`src/hw/instr_timing_pkg.sv`:
```
// Package for the instruction timing decoder: opcodes, byte and cycle counts.
// Assumes a single clock domain; one instruction cycle is one clock period.
package instr_timing_pkg;

  // ****************************************
  // Clock and timing
  // ****************************************
  localparam int unsigned CLK_PERIOD_NS = 100;
  localparam int unsigned CYCLE_TIME_NS = 100;
  localparam int unsigned CYCLE_CLOCKS = (CYCLE_TIME_NS + CLK_PERIOD_NS - 1) / CLK_PERIOD_NS;

  localparam logic [3:0] CYC_1 = 4'h1;
  localparam logic [3:0] CYC_2 = 4'h2;
  localparam logic [3:0] CYC_3 = 4'h3;
  localparam logic [3:0] CYC_4 = 4'h4;
  localparam logic [3:0] CYC_IRQ_CALL = 4'h3;
  localparam logic [1:0] LEN_1 = 2'h1;
  localparam logic [1:0] LEN_2 = 2'h2;
  localparam logic [1:0] LEN_3 = 2'h3;
  localparam logic [2:0] WAIT_RESET = 3'h0;

  // ****************************************
  // Opcodes
  // ****************************************
  localparam logic [7:0] OP_NOP = 8'h00;
  localparam logic [7:0] OP_LJMP = 8'h02;
  localparam logic [7:0] OP_RR = 8'h03;
  localparam logic [7:0] OP_JUMP_BIT_SET_AND_CLEAR = 8'h10;
  localparam logic [7:0] OP_LONG_SUBROUTINE_CALL = 8'h12;
  localparam logic [7:0] OP_RRC = 8'h13;
  localparam logic [7:0] OP_JB = 8'h20;
  localparam logic [7:0] OP_JNB = 8'h30;
  localparam logic [7:0] OP_INTERRUPT_RETURN = 8'h32;
  localparam logic [7:0] OP_RLC = 8'h33;
  localparam logic [7:0] OP_JC = 8'h40;
  localparam logic [7:0] OP_JNC = 8'h50;
  localparam logic [7:0] OP_JZ = 8'h60;
  localparam logic [7:0] OP_JNZ = 8'h70;
  localparam logic [7:0] OP_JMP_ADPTR = 8'h73;
  localparam logic [7:0] OP_MOV_A_IMM = 8'h74;
  localparam logic [7:0] OP_MOV_D_IMM = 8'h75;
  localparam logic [7:0] OP_SJMP = 8'h80;
  localparam logic [7:0] OP_ORL_C_BIT = 8'h72;
  localparam logic [7:0] OP_ANL_C_BIT = 8'h82;
  localparam logic [7:0] OP_CODE_PC = 8'h83;
  localparam logic [7:0] OP_MOV_D_D = 8'h85;
  localparam logic [7:0] OP_MOV_PTR_IMM = 8'h90;
  localparam logic [7:0] OP_MOV_BIT_C = 8'h92;
  localparam logic [7:0] OP_CODE_PTR = 8'h93;
  localparam logic [7:0] OP_ORL_C_NBIT = 8'hA0;
  localparam logic [7:0] OP_MOV_C_BIT = 8'hA2;
  localparam logic [7:0] OP_ANL_C_NBIT = 8'hB0;
  localparam logic [7:0] OP_CPL_BIT = 8'hB2;
  localparam logic [7:0] OP_CPL_C = 8'hB3;
  localparam logic [7:0] OP_COMPARE_JUMP_A_IMM = 8'hB4;
  localparam logic [7:0] OP_COMPARE_JUMP_A_DIR = 8'hB5;
  localparam logic [7:0] OP_PUSH = 8'hC0;
  localparam logic [7:0] OP_CLR_BIT = 8'hC2;
  localparam logic [7:0] OP_CLR_C = 8'hC3;
  localparam logic [7:0] OP_XCH_A_DIR = 8'hC5;
  localparam logic [7:0] OP_POP = 8'hD0;
  localparam logic [7:0] OP_SETB_BIT = 8'hD2;
  localparam logic [7:0] OP_SETB_C = 8'hD3;
  localparam logic [7:0] OP_DJNZ_DIR = 8'hD5;
  localparam logic [7:0] OP_XCHD_R0 = 8'hD6;
  localparam logic [7:0] OP_XCHD_R1 = 8'hD7;
  localparam logic [7:0] OP_XMOV_RD_PTR = 8'hE0;
  localparam logic [7:0] OP_XMOV_RD_R0 = 8'hE2;
  localparam logic [7:0] OP_XMOV_RD_R1 = 8'hE3;
  localparam logic [7:0] OP_MOV_A_DIR = 8'hE5;
  localparam logic [7:0] OP_XMOV_WR_PTR = 8'hF0;
  localparam logic [7:0] OP_XMOV_WR_R0 = 8'hF2;
  localparam logic [7:0] OP_XMOV_WR_R1 = 8'hF3;
  localparam logic [7:0] OP_MOV_DIR_A = 8'hF5;

  // Operand families keyed by the opcode's low five bits or its high nibble
  localparam logic [4:0] FAM_AJMP = 5'h01;
  localparam logic [4:0] FAM_ACALL = 5'h11;
  localparam logic [3:0] HI_MOV_R_IMM = 4'h7;
  localparam logic [3:0] HI_MOV_D_R = 4'h8;
  localparam logic [3:0] HI_MOV_R_D = 4'hA;
  localparam logic [3:0] HI_COMPARE_JUMP_R = 4'hB;
  localparam logic [3:0] HI_XCH = 4'hC;
  localparam logic [3:0] HI_DJNZ_R = 4'hD;
  localparam logic [3:0] HI_MOV_A_R = 4'hE;
  localparam logic [3:0] HI_MOV_R_A = 4'hF;

  // ****************************************
  // Types
  // ****************************************
  typedef enum logic [1:0] {ADDR_NONE, ADDR_8, ADDR_16} ext_addr_t;

  typedef struct packed {
    logic known;
    logic [1:0] length;
    logic [3:0] cycles;
    logic ext_move;
    logic ext_write;
    ext_addr_t ext_addr;
    logic bit_clear_on_jump;
  } op_timing_t;

  typedef struct packed {
    logic [7:0] opcode;
    logic [7:0] operand1;
    logic [7:0] operand2;
  } instr_bytes_t;

endpackage

```
`src/hw/opcode_timing_table.sv`:
```
// Combinational lookup from an opcode to its length and base cycle count.
// Assumes the caller adds external wait states and the interrupt call case.
module opcode_timing_table
  import instr_timing_pkg::*;
(
  // Opcode in
  input wire logic [7:0] opcode_in,
  // Timing out
  output op_timing_t timing_out
);

  function automatic op_timing_t entry(input logic [1:0] len, input logic [3:0] cyc);
    op_timing_t t;
    t = '0;
    t.known = 1'b1;
    t.length = len;
    t.cycles = cyc;
    t.ext_addr = ADDR_NONE;
    return t;
  endfunction

  always_comb begin
    timing_out = '0;
    timing_out.ext_addr = ADDR_NONE;
    if (opcode_in[3]) begin
      // Bank register forms
      case (opcode_in[7:4])
        HI_MOV_A_R, HI_MOV_R_A, HI_XCH: timing_out = entry(LEN_1, CYC_1);
        HI_MOV_R_IMM, HI_MOV_D_R, HI_MOV_R_D: timing_out = entry(LEN_2, CYC_2);
        HI_DJNZ_R: timing_out = entry(LEN_2, CYC_3);
        HI_COMPARE_JUMP_R: timing_out = entry(LEN_3, CYC_4);
        default: timing_out = '0;
      endcase
    end else if (opcode_in[3:1] == 3'h3) begin
      // Register-indirect forms, R0 or R1
      case (opcode_in[7:4])
        HI_MOV_A_R, HI_MOV_R_A, HI_XCH: timing_out = entry(LEN_1, CYC_2);
        HI_MOV_R_IMM, HI_MOV_D_R, HI_MOV_R_D: timing_out = entry(LEN_2, CYC_2);
        HI_COMPARE_JUMP_R: timing_out = entry(LEN_3, CYC_4);
        HI_DJNZ_R: timing_out = entry(LEN_1, CYC_2);
        default: timing_out = '0;
      endcase
    end else if (opcode_in[4:0] == FAM_AJMP || opcode_in[4:0] == FAM_ACALL) begin
      timing_out = entry(LEN_2, CYC_3);
    end else begin
      case (opcode_in)
        OP_NOP, OP_RR, OP_RRC, OP_RLC: timing_out = entry(LEN_1, CYC_1);
        OP_CLR_C, OP_SETB_C, OP_CPL_C: timing_out = entry(LEN_1, CYC_1);
        OP_CLR_BIT, OP_SETB_BIT, OP_CPL_BIT: timing_out = entry(LEN_2, CYC_2);
        OP_ANL_C_BIT, OP_ANL_C_NBIT, OP_ORL_C_BIT, OP_ORL_C_NBIT, OP_MOV_C_BIT,
        OP_MOV_BIT_C: timing_out = entry(LEN_2, CYC_2);
        OP_MOV_A_IMM, OP_MOV_A_DIR, OP_MOV_DIR_A, OP_XCH_A_DIR: timing_out = entry(LEN_2, CYC_2);
        OP_MOV_D_D, OP_MOV_D_IMM, OP_MOV_PTR_IMM: timing_out = entry(LEN_3, CYC_3);
        OP_CODE_PTR, OP_CODE_PC: timing_out = entry(LEN_1, CYC_4);
        OP_PUSH, OP_POP: timing_out = entry(LEN_2, CYC_2);
        OP_JMP_ADPTR: timing_out = entry(LEN_1, CYC_3);
        OP_INTERRUPT_RETURN: timing_out = entry(LEN_1, CYC_4);
        OP_SJMP, OP_JC, OP_JNC, OP_JZ, OP_JNZ: timing_out = entry(LEN_2, CYC_3);
        OP_LJMP, OP_LONG_SUBROUTINE_CALL: timing_out = entry(LEN_3, CYC_4);
        OP_JB, OP_JNB: timing_out = entry(LEN_3, CYC_4);
        OP_JUMP_BIT_SET_AND_CLEAR: begin
          timing_out = entry(LEN_3, CYC_4);
          timing_out.bit_clear_on_jump = 1'b1;
        end
        OP_COMPARE_JUMP_A_IMM, OP_COMPARE_JUMP_A_DIR, OP_DJNZ_DIR: timing_out = entry(LEN_3, CYC_4);
        OP_XMOV_RD_R0, OP_XMOV_RD_R1, OP_XMOV_WR_R0, OP_XMOV_WR_R1, OP_XMOV_RD_PTR,
        OP_XMOV_WR_PTR: begin
          timing_out = entry(LEN_1, CYC_4);
          timing_out.ext_move = 1'b1;
          timing_out.ext_write = opcode_in[4];
          timing_out.ext_addr = opcode_in[1] ? ADDR_8 : ADDR_16;
        end
        default: timing_out = '0;
      endcase
    end
  end

endmodule

```
`src/hw/cpu_instruction_timing.sv`:
```
// Instruction length and cycle timing sequencer for the single-cycle core.
// Assumes program memory returns the addressed byte in the same cycle and
// that operand bytes arrive in order after the opcode.
//
// Function
// - One instruction cycle is one clock.
// - Rotates through carry and right: one cycle.
// - Accumulator to bank register moves: one cycle.
// - Indirect moves, indirect and direct exchanges, nibble swap: two cycles; bank register exchange: one.
// - Direct or immediate two-byte moves: two cycles.
// - Three-byte moves and pointer load: three cycles.
// - Code memory reads: one byte, four cycles.
// - External moves take four plus wait states.
// - External moves: 8-bit or 16-bit address.
// - Push and pop: two bytes, two cycles.
// - Carry ops one cycle; bit ops two.
// - Carry with bit logic: two cycles.
// - Indirect jump via pointer: three cycles.
// - Interrupt return: one byte, four cycles.
// - Absolute call and jump: three cycles.
// - Short and conditional jumps: three cycles.
// - Long jump and call: four cycles.
// - Interrupt-inserted long call takes three cycles.
// - Bit test jumps: four cycles, clear option.
// - Compare-jump and direct decrement-jump: four cycles.
module cpu_instruction_timing
  import instr_timing_pkg::*;
(
  // Clock and reset
  input wire logic clk_in,
  input wire logic rst_in,
  // Program memory byte stream
  input wire logic [7:0] code_byte_in,
  input wire logic code_valid_in,
  // Interrupt call insertion
  input wire logic irq_call_in,
  // Wait states for external moves
  input wire logic [2:0] external_wait_state_count_in,
  // Fetch and status outputs
  output logic fetch_ready_out,
  output logic instr_start_out,
  output logic instr_done_out,
  output logic busy_out,
  output instr_bytes_t instr_out,
  output logic [1:0] instr_length_out,
  output logic [3:0] instr_cycles_out,
  output logic illegal_out,
  output logic ext_move_out,
  output logic ext_write_out,
  output logic ext_addr16_out,
  output logic bit_clear_on_jump_out,
  output logic irq_call_out
);

  // ****************************************
  // Decode of the incoming opcode
  // ****************************************
  typedef enum logic [1:0] {ST_FETCH, ST_OPERAND, ST_EXECUTE} seq_state_t;

  seq_state_t state;
  op_timing_t table_timing;
  logic [1:0] bytes_left;
  logic [3:0] cycles_left;
  logic operand_index;
  logic [3:0] next_total;

  opcode_timing_table u_table (
    .opcode_in(code_byte_in),
    .timing_out(table_timing)
  );

  // Total cycle count of the instruction about to start; the wait count
  // is only looked at on the opcode edge, so later changes never stretch a move
  always_comb begin
    next_total = table_timing.cycles;
    if (irq_call_in) begin
      next_total = CYC_IRQ_CALL;
    end else if (table_timing.ext_move) begin
      next_total = 4'(table_timing.cycles + {1'b0, external_wait_state_count_in});
    end else if (!table_timing.known) begin
      next_total = CYC_1;
    end
  end

  // ****************************************
  // Sequencer
  // ****************************************
  // The cycle count below moves one step per clock: a cycle is a clock; byte counts step per accepted byte
  always_ff @(posedge clk_in) begin
    if (rst_in) begin
      state <= ST_FETCH;
      bytes_left <= 2'h0;
      cycles_left <= 4'h0;
      operand_index <= 1'b0;
    end else begin
      case (state)
        ST_FETCH: begin
          if (irq_call_in) begin
            cycles_left <= CYC_IRQ_CALL - 4'h1;
            bytes_left <= 2'h0;
            state <= ST_EXECUTE;
          end else if (code_valid_in) begin
            cycles_left <= next_total - 4'h1;
            operand_index <= 1'b0;
            bytes_left <= table_timing.known ? table_timing.length - LEN_1 : 2'h0;
            if (table_timing.known && table_timing.length != LEN_1) begin
              state <= ST_OPERAND;
            end else if (next_total != CYC_1) begin
              state <= ST_EXECUTE;
            end
          end
        end
        ST_OPERAND: begin
          if (cycles_left != 4'h0) begin
            cycles_left <= cycles_left - 4'h1;
          end
          if (code_valid_in) begin
            bytes_left <= bytes_left - 2'h1;
            operand_index <= 1'b1;
            if (bytes_left == 2'h1) begin
              state <= (cycles_left > 4'h1) ? ST_EXECUTE : ST_FETCH;
            end
          end
        end
        ST_EXECUTE: begin
          cycles_left <= cycles_left - 4'h1;
          if (cycles_left == 4'h1) begin
            state <= ST_FETCH;
          end
        end
        default: state <= ST_FETCH;
      endcase
    end
  end

  // Operand capture
  always_ff @(posedge clk_in) begin
    if (rst_in) begin
      instr_out <= '0;
    end else if (state == ST_FETCH && code_valid_in && !irq_call_in) begin
      instr_out <= '{opcode: code_byte_in, operand1: 8'h00, operand2: 8'h00};
    end else if (state == ST_OPERAND && code_valid_in) begin
      if (operand_index) begin
        instr_out.operand2 <= code_byte_in;
      end else begin
        instr_out.operand1 <= code_byte_in;
      end
    end
  end

  // ****************************************
  // Registered outputs
  // ****************************************
  always_ff @(posedge clk_in) begin
    if (rst_in) begin
      instr_start_out <= 1'b0;
      instr_length_out <= 2'h0;
      instr_cycles_out <= 4'h0;
      illegal_out <= 1'b0;
      ext_move_out <= 1'b0;
      ext_write_out <= 1'b0;
      ext_addr16_out <= 1'b0;
      bit_clear_on_jump_out <= 1'b0;
      irq_call_out <= 1'b0;
    end else begin
      instr_start_out <= 1'b0;
      if (state == ST_FETCH && (code_valid_in || irq_call_in)) begin
        instr_start_out <= 1'b1;
        instr_cycles_out <= next_total;
        irq_call_out <= irq_call_in;
        instr_length_out <= irq_call_in ? LEN_3 : (table_timing.known ? table_timing.length : LEN_1);
        illegal_out <= !irq_call_in && !table_timing.known;
        ext_move_out <= !irq_call_in && table_timing.ext_move;
        ext_write_out <= !irq_call_in && table_timing.ext_write;
        ext_addr16_out <= !irq_call_in && table_timing.ext_addr == ADDR_16;
        bit_clear_on_jump_out <= !irq_call_in && table_timing.bit_clear_on_jump;
      end
    end
  end

  // Completion strobe and fetch gating
  always_ff @(posedge clk_in) begin
    if (rst_in) begin
      instr_done_out <= 1'b0;
      fetch_ready_out <= 1'b1;
      busy_out <= 1'b0;
    end else begin
      instr_done_out <= 1'b0;
      case (state)
        ST_FETCH: begin
          if ((code_valid_in || irq_call_in) && !irq_call_in && next_total == CYC_1 &&
              (!table_timing.known || table_timing.length == LEN_1)) begin
            instr_done_out <= 1'b1;
            fetch_ready_out <= 1'b1;
            busy_out <= 1'b0;
          end else if (code_valid_in || irq_call_in) begin
            fetch_ready_out <= 1'b0;
            busy_out <= 1'b1;
          end
        end
        ST_OPERAND: begin
          if (code_valid_in && bytes_left == 2'h1) begin
            fetch_ready_out <= 1'b0;
            if (cycles_left <= 4'h1) begin
              instr_done_out <= 1'b1;
              fetch_ready_out <= 1'b1;
              busy_out <= 1'b0;
            end
          end
        end
        ST_EXECUTE: begin
          if (cycles_left == 4'h1) begin
            instr_done_out <= 1'b1;
            fetch_ready_out <= 1'b1;
            busy_out <= 1'b0;
          end
        end
        default: fetch_ready_out <= 1'b1;
      endcase
    end
  end

endmodule

```
`config.mk`:
```
export PLATFORM = sky130hd
export DESIGN_NAME = cpu_instruction_timing
export DESIGN_NICKNAME = d
export VERILOG_FILES = /design/src/hw/instr_timing_pkg.sv /design/src/hw/opcode_timing_table.sv /design/src/hw/cpu_instruction_timing.sv
export SDC_FILE = /design/constraint.sdc
export NUM_CORES = 1
export LEC_CHECK = 0
export BUFFER_PORTS_ARGS = -buffer_cell sky130_fd_sc_hd__buf_2
export CORE_ASPECT_RATIO = 1.4
export CORE_MARGIN = 8
export CORE_UTILIZATION = 55
export DETAILED_ROUTE_END_ITERATION = 8
export GPL_TIMING_DRIVEN = 0
export PLACE_DENSITY = 0.79
export SETUP_SLACK_MARGIN = 0.3
export SLEW_MARGIN = 15
export SYNTH_ARGS = -nofsm -noshare
export SYNTH_HDL_FRONTEND = slang
export SYNTH_SLANG_ARGS = --single-unit
```
`constraint.sdc`:
```
create_clock -name clk_in -period 3.6 [get_ports clk_in]
set_input_delay 0.18 -clock clk_in [delete_from_list [all_inputs] [get_ports clk_in]]
set_output_delay 0.18 -clock clk_in [all_outputs]
set_load 0.005 [all_outputs]
```
==> out/qor.csv <==
metric,value,unit
run status,"finished, final reports clean",
synth top area cells,"dfxtp_1 (32%), a21oi_1 (9.1%), nand2_1 (6.0%), nor2_1 (5.9%), ha_1 (5.7%)",
WS Path Type,in -> reg,
largest net degree at the start of global routing,16,
final core utilization,66.15,%
clk slew on worst S/H paths,90,ps
hold path cells,2,
Final Hold Violating Endpoints,0,
Max Slew Vio Count,0,
clock latency on the worst-skew pair,300,ps
crit end category,register,
layout cell share with drive strength beyond 1,19.92,%
worst path buffer plus inverter count,2,
DR vias,3331,
initial antenna violation count,0,
clock buffer depth,2,
drt via density,6.169,
Post-Syn Area,0.003067,mm^2
gp weighted congestion,0.9776,
HP Start,rst_in,
cells along the critical path,buf_2 -> clkbuf_4 -> nor2b_1 -> a32o_2 -> or4_4 -> ha_2 -> fa_1 -> a21oi_2 -> nor2b_4 -> ha_1 -> nor3b_1 -> a211oi_1 -> a21oi_1 -> nor2_1,
cts hold-fix bufs,0,
Wirelength per Cell,17.86,um
crit path time final,3207,ps
crit path max fanout,10,
Top delay family on crit path,simple AND/OR/NAND/NOR gates,
r2r worst-path depth,9,
skew final,2.673,ps
most common cell in the netlist,a21oi_1,
WHS,191.3,ps
slowest CP cell,or4_4,
crit path launch,code_byte_in[6],
dpl cells,531,
Lkg Pwr,0.001538,uW
top_reg_cell synth,dfxtp_1,
Routed Antenna Nets,0,
vias in the first global route,3174,
top cell type's share of synthesized area,31.99,%
clk sink count,49,
grt ovf,0,
crit path DAT,3460,ps
DR iter-0 viols,364,
max-cap viol count,0,
peak supply drop,340.8,uV
Residual DRC,0,
core area,0.005445,mm^2
die area,0.008255,mm^2
worst hold-check path type,in -> reg,
Post-DP HPWL,7351,um
number of synthesis warnings,0,
RSZ-0062 raised after global routing,no,
Fmax achieved,311.8,MHz
Die W,79.11,um
Die H,104.4,um
"Cell Area, Placed",0.003412,mm^2
Initial DRT Pass Iterations,5,
final WL,9645,um
fin crit share,89.09,%
Buffers on Ports,52,
Initial Utilization,56.32,%
Reg-to-Reg Start,state[0],
post-synth cell types,59,
post-synth top area cell,dfxtp_1,
Post-synth top cells,"a21oi_1 (56), dfxtp_1 (49), nand2_1 (49), nor2_1 (48), clkbuf_1 (15)",
nets,501,
H-tree depth,2,
Seq cells post-synth,49,
TritonCTS buffer count,5,
Cell Rows,32,
ant diodes,0,
CP max stage delay,540,ps
CP required,3850,ps
worst-margin pin slew,927.8,ps
Syn Nets,441,
Tot GR Track Use,22.39,%
first-pass GRT wire length,15140,um
ys async rst share,0,%
number of primary I/O pins,55,
root buf cell,clkbuf_8,
CTS tree,done,
area added between synthesis and finish,17.46,%
Rel. slew slack,37.62,%
pwr dens,461.1,mW/mm^2
"Avg Cell Area, Syn",7.462,um^2
type of origin of the critical path,input pin,
register area share after synthesis,31.99,%
"non-filler cells, final",540,
final setup vio count,0,
CP Depth,14,
Post-Syn Instances,411,
Post-synth EDFFs,0,
"Design Area, Final",0.003602,mm^2
## area by class of cell
cell class | instances | area [um^2]
fillers | 498 | 1843
well taps | 68 | 85.08
repair buffers | 53 | 267.8
inverters | 14 | 52.55
multi-input cells | 318 | 1964
clock inverters | 2 | 38.79
flip-flops and latches | 49 | 980.9
clock buffers | 6 | 72.57
plain buffers | 30 | 140.1
## where the power goes
part           total [uW]  switching [uW]  leakage (uW)  internal, uW
logic                 604             370       0.00108           234
clock network         403             194     0.0000554           209
registers             654            44.1      0.000399           610
## logic make-up after synthesis
group           synth area share (%)
flops                          31.99
simple gates                   29.42
compound gates                 23.38
fa+ha+maj                      6.365
xor+xnor                      0.8569
mux                            1.958
buf+inv                        6.038
## timing repair
item | in CTS | in global routing
gates resized for setup | 4 | 16
setup buffers | 0 | 1
pin swaps | 0 | 4
setup endpoints to repair | 6 | 7
## final timing paths
kind	slack, ps	to
hold / removal	190	fetch_ready_out
setup reg to reg	1160	cycles_left[3]
setup / recovery	390	cycles_left[1]
hold reg to reg	460	instr_out[15]
## worst register-to-register path, cell delays in order (launching register included)
cell and delay [ps]:
dfxtp_1 370, inv_1 90, ha_1 200, clkbuf_1 220, nor3b_1 230, a311o_1 410
or3_1 390, nand3b_1 180, a211o_1 240, nand3_1 70
## cell usage in the layout (no fill, tap or decap), drive strengths merged, types with 3 or more instances in the layout
| cell type | n |
|---|---|
| a32oi | 4 |
| nand2 | 49 |
| a211o | 3 |
| or3 | 4 |
| nand4 | 9 |
| nor3 | 11 |
| a21oi | 56 |
| mux2i | 6 |
| inv | 13 |
| dfxtp | 49 |
| nor2 | 48 |
| nand2b | 6 |
| a211oi | 3 |
| clkbuf | 25 |
| nor2b | 10 |
| nand3 | 14 |
| and2 | 5 |
| o21ai | 16 |
| and3 | 3 |
| buf | 64 |
| ha | 14 |
| o21a | 3 |
| nor4 | 3 |
| nor3b | 7 |
## per-layer routing
metal | up-vias | global-route usage (%) | share of wire (%)
met2 | 151 | 38.13 | 51
met1 | 1567 | 24.53 | 40
met5 | - | 0 | 0
met4 | 0 | 13.70 | 4.1
met3 | 30 | 4.239 | 5.5
li1 | 1583 | - | -
## registers in the layout, indices dropped and copies added (netlist names)
register / flops
instr_start_out: 1
instr_out: 24
ext_addr16_out: 1
bit_clear_on_jump_out: 1
bytes_left: 2
cycles_left: 4
ext_move_out: 1
instr_length_out: 2
illegal_out: 1
operand_index: 1
instr_done_out: 1
busy_out: 1
instr_cycles_out: 4
fetch_ready_out: 1
state: 2
ext_write_out: 1
irq_call_out: 1
## through the flow
stage / power [uW] / setup TNS [ps] / setup WS (ps)
after floorplan: 1063 / 0 / 580.1
after global placement: 1232 / -1038 / -214.8
after detailed placement: 1246 / -558.0 / -142.0
after CTS: 1641 / 0 / 342.6
after global routing: 1742 / 0 / 323.7
final: 1661 / 0 / 392.7
No activity file was read; power rests on OpenSTA's default activity.
